--- config.mk ---
export PLATFORM = sky130hd
export DESIGN_NAME = ept_sequencer
export DESIGN_NICKNAME = d
export VERILOG_FILES = /design/src/design/ept_pkg.sv /design/src/design/ept_sequencer.sv /design/src/design/ept_sync.sv
export SDC_FILE = /design/constraint.sdc
export NUM_CORES = 1
export LEC_CHECK = 0
export BUFFER_PORTS_ARGS = -buffer_cell sky130_fd_sc_hd__buf_2
export CORE_MARGIN = 3
export CORE_UTILIZATION = 60
export DETAILED_ROUTE_END_ITERATION = 8
export PLACE_DENSITY = 0.85
export REMOVE_ABC_BUFFERS = 1
export SETUP_SLACK_MARGIN = 0.1
export SLEW_MARGIN = 10
export SYNTH_ARGS = -nofsm -noshare
export SYNTH_HDL_FRONTEND = slang
export SYNTH_HIERARCHICAL = 1
export SYNTH_SLANG_ARGS = --single-unit
--- constraint.sdc ---
create_clock -name clk -period 3.1 [get_ports clk]
set_clock_uncertainty 0.1 [all_clocks]
set_input_delay 0.155 -clock clk [delete_from_list [all_inputs] [get_ports clk]]
set_output_delay 0.155 -clock clk [all_outputs]
set_load 0.03 [all_outputs]
--- src/design/ept_pkg.sv ---
// Package of constants and types for the parallel port transfer sequencer.
package ept_pkg;
  localparam int CLK_HZ = 25_000_000;
  localparam int TIMEOUT_US = 10;
  localparam int TO_CYC = (TIMEOUT_US * CLK_HZ) / 1_000_000;
  localparam int TO_W = 9;
  localparam logic [7:0] RST_DATA = 8'h00;
  localparam logic RST_HIGH = 1'b1;
  localparam int SYNC_STAGES = 2;

  typedef enum logic [3:0] {
    ST_IDLE = 4'h0,
    ST_DIR = 4'h1,
    ST_STRB = 4'h3,
    ST_REL1 = 4'h2,
    ST_REL2 = 4'h6,
    ST_W9LO = 4'h5,
    ST_S9DIR = 4'h4,
    ST_S9STRB = 4'hC,
    ST_S9HOLD = 4'hD,
    ST_S9TAIL = 4'hF,
    ST_ABORT = 4'hE
  } ept_state_t;
endpackage : ept_pkg

--- src/design/ept_sequencer.sv ---
// Enhanced parallel port transfer sequencer, host strobes to peripheral.
`timescale 1ns/1ps
`default_nettype none
module ept_sequencer (
  // Clock and reset
  input wire logic clk,
  input wire logic rst_n,
  // Host bus
  input wire logic host_rd_n,
  input wire logic host_wr_n,
  input wire logic sel_addr,
  input wire logic sel_data,
  input wire logic [7:0] host_data_in,
  output logic [7:0] host_data_out,
  output logic host_data_oe_n,
  output logic host_ready,
  output logic zero_wait_n,
  // Mode selection
  input wire logic rev19_mode,
  input wire logic zws_enable,
  // Timeout status
  output logic timeout_flag,
  input wire logic timeout_clr,
  // Peripheral side
  input wire logic periph_wait,
  input wire logic [7:0] periph_data_in,
  output logic [7:0] periph_data_out,
  output logic periph_data_oe_n,
  output logic periph_write_n,
  output logic addr_strobe_n,
  output logic data_strobe_n
);
  import ept_pkg::*;

  typedef struct packed {
    ept_state_t st;
    logic is_wr;
    logic is_addr;
    logic seen_lo;
    logic pend;
    logic [7:0] pd_out;
    logic [7:0] hd_out;
    logic hd_oe_n;
    logic pd_oe_n;
    logic write_n;
    logic astb_n;
    logic dstb_n;
    logic rdy;
    logic zws_n;
    logic [TO_W-1:0] to_cnt;
    logic to_flag;
    logic rd_p;
    logic wr_p;
  } ept_regs_t;

  localparam ept_regs_t REGS_RST = '{
    st: ST_IDLE, is_wr: 1'b0, is_addr: 1'b0, seen_lo: 1'b0, pend: 1'b0,
    pd_out: RST_DATA, hd_out: RST_DATA, hd_oe_n: RST_HIGH,
    pd_oe_n: RST_HIGH, write_n: RST_HIGH, astb_n: RST_HIGH,
    dstb_n: RST_HIGH, rdy: RST_HIGH, zws_n: RST_HIGH,
    to_cnt: '0, to_flag: 1'b0, rd_p: RST_HIGH, wr_p: RST_HIGH
  };

  ept_regs_t q;
  ept_regs_t d;
  logic [2:0] sync_lv;
  logic rd_s;
  logic wr_s;
  logic wait_s;
  logic rd_fall;
  logic wr_fall;
  logic host_end;
  logic abort;
  logic active_rd;

  // Wait and host strobes cross in through two flip-flops each.
  ept_sync #(
    .WIDTH(3)
  ) u_sync (
    .clk(clk),
    .rst_n(rst_n),
    .async_in({host_rd_n, host_wr_n, periph_wait}),
    .sync_out(sync_lv)
  );

  assign rd_s = sync_lv[2];
  assign wr_s = sync_lv[1];
  assign wait_s = sync_lv[0];

  // Drives whichever strobe belongs to the register being accessed.
  function automatic ept_regs_t set_strobe(ept_regs_t r, logic lvl);
    ept_regs_t o;
    o = r;
    if (r.is_addr) begin
      o.astb_n = lvl;
    end else begin
      o.dstb_n = lvl;
    end
    return o;
  endfunction : set_strobe

  always_comb begin
    d = q;
    rd_fall = q.rd_p & ~rd_s;
    wr_fall = q.wr_p & ~wr_s;
    host_end = q.is_wr ? wr_s : rd_s;
    abort = ~q.rdy && (q.to_cnt == TO_W'(TO_CYC - 1)) && (q.st != ST_IDLE);
    active_rd = ~q.is_wr && (q.st != ST_IDLE) && (q.st != ST_REL1)
                && (q.st != ST_REL2) && (q.st != ST_ABORT);
    d.rd_p = rd_s;
    d.wr_p = wr_s;
    if (timeout_clr) begin
      d.to_flag = 1'b0;
    end
    if (!q.rdy) begin
      d.to_cnt = q.to_cnt + TO_W'(1);
    end else begin
      d.to_cnt = '0;
    end
    // The read path follows the lines until the host strobe rises, then holds.
    if (active_rd) begin
      d.hd_out = periph_data_in;
    end
    unique case (q.st)
      ST_IDLE: begin
        if ((rd_fall || wr_fall || q.pend) && (sel_addr || sel_data)) begin
          d.is_wr = wr_fall | q.pend;
          d.is_addr = sel_addr;
          d.seen_lo = 1'b0;
          d.pend = 1'b0;
          if (wr_fall || q.pend) begin
            d.pd_out = host_data_in;
          end else begin
            d.hd_oe_n = 1'b0;
          end
          if (rev19_mode) begin
            d.rdy = 1'b0;
            d.st = ST_W9LO;
            if (!wait_s) begin
              // Wait already low, so the next step happens at once.
              if (wr_fall || q.pend) begin
                d.write_n = 1'b0;
                d.pd_oe_n = 1'b0;
                d.st = ST_S9DIR;
              end else begin
                d = set_strobe(d, 1'b0);
                d.st = ST_S9STRB;
              end
            end
          end else begin
            if (wr_fall || q.pend) begin
              d.write_n = 1'b0;
              d.pd_oe_n = 1'b0;
            end
            d.st = ST_DIR;
          end
        end
      end
      ST_DIR: begin
        d = set_strobe(d, 1'b0);
        d.st = ST_STRB;
      end
      ST_STRB: begin
        if (!wait_s) begin
          d.rdy = 1'b0;
          d.seen_lo = 1'b1;
          d.zws_n = 1'b1;
        end else begin
          d.rdy = 1'b1;
          if (zws_enable && !q.seen_lo) begin
            d.zws_n = 1'b0;
          end
        end
        if (host_end && q.rdy) begin
          d = set_strobe(d, 1'b1);
          d.rdy = 1'b1;
          d.st = ST_REL1;
        end
      end
      ST_REL1: begin
        d.zws_n = 1'b1;
        d.hd_oe_n = 1'b1;
        d.st = ST_REL2;
      end
      ST_REL2: begin
        d.write_n = 1'b1;
        d.pd_oe_n = 1'b1;
        d.st = ST_IDLE;
      end
      ST_W9LO: begin
        if (!wait_s) begin
          if (q.is_wr) begin
            d.write_n = 1'b0;
            d.pd_oe_n = 1'b0;
            d.st = ST_S9DIR;
          end else begin
            d = set_strobe(d, 1'b0);
            d.st = ST_S9STRB;
          end
        end
      end
      ST_S9DIR: begin
        d = set_strobe(d, 1'b0);
        d.st = ST_S9STRB;
      end
      ST_S9STRB: begin
        if (wait_s) begin
          d.rdy = 1'b1;
          d.st = ST_S9HOLD;
        end
      end
      ST_S9HOLD: begin
        if (host_end) begin
          d = set_strobe(d, 1'b1);
          d.hd_oe_n = 1'b1;
          d.st = q.is_wr ? ST_S9TAIL : ST_IDLE;
        end
      end
      ST_S9TAIL: begin
        if (!wait_s) begin
          // A follow-on host write keeps the direction low across cycles.
          if (!wr_s && (sel_addr || sel_data)) begin
            d.pend = 1'b1;
          end else begin
            d.write_n = 1'b1;
            d.pd_oe_n = 1'b1;
          end
          d.st = ST_IDLE;
        end
      end
      ST_ABORT: begin
        if (host_end) begin
          d.st = ST_REL1;
        end
      end
      default: begin
        d = REGS_RST;
      end
    endcase
    // A stuck peripheral must not hold the host bus forever.
    if (abort) begin
      d.rdy = 1'b1;
      d.astb_n = 1'b1;
      d.dstb_n = 1'b1;
      d.zws_n = 1'b1;
      d.pend = 1'b0;
      d.to_flag = 1'b1;
      d.to_cnt = '0;
      d.st = ST_ABORT;
    end
  end

  always_ff @(posedge clk) begin
    if (!rst_n) begin
      q <= REGS_RST;
    end else begin
      q <= d;
    end
  end

  assign host_data_out = q.hd_out;
  assign host_data_oe_n = q.hd_oe_n;
  assign host_ready = q.rdy;
  assign zero_wait_n = q.zws_n;
  assign timeout_flag = q.to_flag;
  assign periph_data_out = q.pd_out;
  assign periph_data_oe_n = q.pd_oe_n;
  assign periph_write_n = q.write_n;
  assign addr_strobe_n = q.astb_n;
  assign data_strobe_n = q.dstb_n;
endmodule : ept_sequencer
`default_nettype wire

--- src/design/ept_sync.sv ---
// Two-stage synchroniser bank for the handshake inputs.
`timescale 1ns/1ps
`default_nettype none
module ept_sync #(
  parameter int WIDTH = 3
) (
  // Clock and reset
  input wire logic clk,
  input wire logic rst_n,
  // Asynchronous levels in, synchronised levels out
  input wire logic [WIDTH-1:0] async_in,
  output logic [WIDTH-1:0] sync_out
);
  logic [WIDTH-1:0] meta_q;
  logic [WIDTH-1:0] sync_q;

  // Resets to all ones because both host strobes and the 1.7 wait line are inactive high; 1.9 wait idles low.
  always_ff @(posedge clk) begin
    if (!rst_n) begin
      meta_q <= '1;
      sync_q <= '1;
    end else begin
      meta_q <= async_in;
      sync_q <= meta_q;
    end
  end

  assign sync_out = sync_q;
endmodule : ept_sync
`default_nettype wire

==> flow_metrics.py <==
metrics = {
    "status": {
        "status": "finished with violations",
        "violations": "DRC, hold timing",
    },
    "floorplanning": {
        "die_y_microns": 74.82,
        "coreArea_sq_um": 4474,
        "start_util_pct": 63.51,
        "row_count": 24,
        "die_width_microns": 74.82,
        "io-pin-count": 50,
        "die_area_sq_um": 5597,
    },
    "timing": {
        "fmax_ghz": 0.3965,
        "max_slew.worst_pin.slew_ns": 0.9354,
        "final.min_clock_period_ns": 2.522,
        "fin_setup_tns_ns": 0,
        "min_period_over_period_pct": 81.35,
        "hold_viol_final": 3,
        "rsz0062_at_grt": "no",
        "relSlewSlack_pct": 37.56,
        "setup_viol": 0,
        "timing.final.max_slew_violations": 0,
        "holdWs_ns": -0.004851,
    },
    "global_route": {
        "grt_pass1_vias": 2504,
        "overflow": 0,
        "grt_max_degree": 33,
        "grt_pass1_wl_microns": 12030,
        "antenna_found_initial": 0,
        "grt.total_usage_pct": 27.60,
    },
    "synth": {
        "yosysUniqueCellTypes": 73,
        "async_flop_share_pct": 0,
        "synth_edf_count": 0,
        "synth_cells": 331,
        "ys.flop_type": "dfxtp_1",
        "ys_ff_latch": 49,
        "avgSynthCellArea_sq_um": 8.585,
        "ys_seq_area_share_pct": 34.52,
        "synth_warnings": 6,
        "syn_area_sq_um": 2841,
    },
    "worst_setup_path": {
        "critPathMaxStageDelay_ns": 0.94,
        "cp.required_ns": 3.23,
        "cp-end-kind": "register",
        "worstPathMaxFanout": 26,
        "reg2reg_depth": 5,
        "critical_path_buf_inv_count": 0,
        "r2r-end": "q[38]",
        "worstPathCellList": "and4b_1, a21oi_1, o31a_1, or3_1, a21boi_1",
        "rrSetupSlack_ns": 0.58,
        "r2r-start": "q[39]",
        "cp_slowest_cell": "dfxtp_1",
        "path_delay_family": "flip-flops",
        "cp-start-kind": "register",
        "arrival_ns": 2.65,
        "criticalPathCategory": "reg2reg",
    },
    "worst_hold_path": {
        "hp-start": "periph_data_in[6]",
        "hold_path.class": "in2reg",
        "whs_endpoint": "host_data_out[6]",
        "min_delay_path_depth": 3,
    },
    "placed_design": {
        "port-buffer-count": 49,
        "globalplace.congestion": 1.023,
        "dp_hpwl_microns": 5058,
    },
    "job": {
        "cap_viol_max_count": 0,
    },
    "route": {
        "postRouteAntennaNets": 0,
        "drc": 1,
        "vias_per_cell": 6.371,
        "wirelength_microns": 7197,
        "dr.pass1.iters": 7,
        "wl_per_cell_microns": 17.22,
        "dr_total_vias": 2663,
        "drt_iter0_markers": 400,
    },
    "power": {
        "swShare_pct": 46.78,
        "p_clk_share_pct": 14.2,
        "p_sw_mw": 1.331,
        "p_total_mw": 2.845,
        "leakage_nw": 1.261,
        "ir_worst_vdd_mv": 0.5195,
        "powerDensity_nw_per_um2": 911.6,
        "combPwrFrac_pct": 52.3,
        "p_int_mw": 1.514,
        "seqPwrFrac_pct": 33.5,
    },
    "clock_network": {
        "clockRootBuffer": "clkbuf_8",
        "post-cts-setup-buffer-count": 0,
        "htreeDepth": 2,
        "ctsHoldBuffers": 7,
        "cts-buffers-inserted": 5,
        "clkTransAtPathRegs_ns": 0.09,
        "cts.sinks": 49,
        "cts_buffer_depth": 2,
        "worst_skew_pair.late_latency_ns": 0.30,
        "cts.repair.resized": 0,
        "cts_tree": "built",
    },
    "final_layout": {
        "drive_above_1_share_pct": 22.40,
        "syn_to_final_growth_pct": 9.819,
        "diodes": 0,
        "fillers": 359,
        "final_nets": 393,
    },
}
## cell usage in the layout (no fill, tap or decap), types with 2 or more instances in the layout
| cell | instances |
|---|---|
| or3_1 | 3 |
| nand2_1 | 15 |
| a21o_1 | 4 |
| o31a_1 | 3 |
| buf_2 | 49 |
| o21ai_0 | 17 |
| xor2_1 | 4 |
| buf_4 | 7 |
| ha_1 | 2 |
| clkbuf_8 | 6 |
| nand4_1 | 2 |
| mux2i_1 | 11 |
| o211ai_1 | 13 |
| a21boi_0 | 9 |
| o32ai_1 | 3 |
| nor3_1 | 3 |
| a311oi_1 | 2 |
| a31oi_1 | 6 |
| dlygate4sd3_1 | 7 |
| nor2_1 | 30 |
| nor2b_1 | 6 |
| or4_1 | 2 |
| nand2b_1 | 13 |
| nand3_1 | 16 |
| nor4_1 | 5 |
| a21oi_2 | 2 |
| a21oi_1 | 13 |
| a21boi_1 | 2 |
| o41ai_1 | 3 |
| or2_2 | 3 |
| xnor2_1 | 5 |
| dfxtp_1 | 49 |
| inv_1 | 11 |
## worst register-to-register path: stages (launching register included)
cell	delay [ns]
dfxtp_1	0.94
and4b_1	0.57
a21oi_1	0.14
o31a_1	0.18
or3_1	0.37
a21boi_1	0.16
## cells by family after synthesis
| kind of cell | synth area share, % |
|---|---|
| multiplexers | 4.800 |
| AND/OR/NAND/NOR | 22.59 |
| flip-flops | 34.52 |
| XOR/XNOR | 2.774 |
| buffers and inverters | 10.39 |
| AO/OA/AOI/OAI | 24.04 |
| adder cells (fa/ha/maj) | 0.8805 |
## metal layers
metal | global-route usage (%) | vias up | part of all wire (%)
li1 | - | 1263 | -
met1 | 37.52 | 1219 | 41
met2 | 42.44 | 154 | 45
met3 | 6.809 | 27 | 10
met4 | 10.47 | 0 | 3.2
met5 | 0 | - | 0
## metrics by stage
| stage | area, sq um | instances | worst slack [ns] | util (%) |
|---|---|---|---|---|
| 5_1_grt | 3120 | 418 | 0.3943 | 69.74 |
| 3_5_place_dp | 2950 | 403 | 0.6292 | 65.94 |
| 4_1_cts | 3120 | 418 | 0.6177 | 69.74 |
| 3_3_place_gp | 2950 | 403 | 0.6575 | 65.94 |
| 2_1_floorplan | 2587 | 295 | 0.8679 | - |
| 6_report | 3120 | 418 | 0.5782 | 69.74 |
## power groups by stage
stage	Clock [mW]	Combinational [mW]	Sequential [mW]
finish	0.405	1.49	0.953
CTS	0.411	1.46	0.946
detailed placement	0	1.45	0.959
global placement	0	1.43	0.958
global route	0.440	1.63	0.974
floorplan	0	0.844	1.14
## flip-flops by register name, summed over array words and instances (netlist names)
signal	flops
q	19
host_data_out	8
periph_data_out	8
u_sync/meta_q	3
u_sync/sync_out	3
addr_strobe_n	1
data_strobe_n	1
host_data_oe_n	1
host_ready	1
periph_data_oe_n	1
periph_write_n	1
timeout_flag	1
zero_wait_n	1
## synthesized netlist by cell type (2+ instances only)
library cell  count  area [sq um]
o21ai_0          17         85.08
o211ai_1         13         97.59
o41ai_1           3         26.28
dfxtp_1          49         980.9
o31a_1            3         26.28
o32ai_1           3         26.28
buf_4            21         157.7
ha_1              2         25.02
nor4_1            5         31.28
nor2b_1           6         37.54
nand3_1          16         80.08
a21boi_1          2         15.01
xnor2_1           5         43.79
a311oi_1          2         17.52
a21oi_1          13         65.06
a31oi_1           6         37.54
nor3_1            3         15.01
nand2_1          15         56.30
mux2i_1          11         110.1
buf_6             3         33.78
buf_2             6         30.03
or3_1             3         18.77
or4_1             2         15.01
clkbuf_1          4         15.01
or2_2             3         18.77
a21oi_2           2         17.52
inv_1            11         41.29
xor2_1            4         35.03
nor2_1           30         112.6
nand4_1           2         12.51
a21boi_0          9         67.56
a21o_1            4         30.03
nand2b_1         13         81.33
## how the worst max path moves through the flow
stage	cells after the start	to	start	slack, ns
finish	5	q[38]	q[39]	0.58
global route	5	periph_data_oe_n	q[39]	0.39
global placement	5	periph_data_oe_n	q[39]	0.66
CTS	5	periph_data_oe_n	q[39]	0.62
floorplan	5	periph_data_oe_n	q[42]	0.87
detailed placement	5	periph_write_n	q[39]	0.63
## area by class of cell
class,count,area (sq um),share of cell area (%)
clock buffers,6,82.58,2.646
multi-input cells,235,1565,50.16
flip-flops and latches,49,980.9,31.44
well taps,52,65.06,2.085
repair buffers,63,367.9,11.79
inverters,11,41.29,1.323
clock inverters,2,17.52,0.5613
No activity file was read; power rests on OpenSTA's default activity.
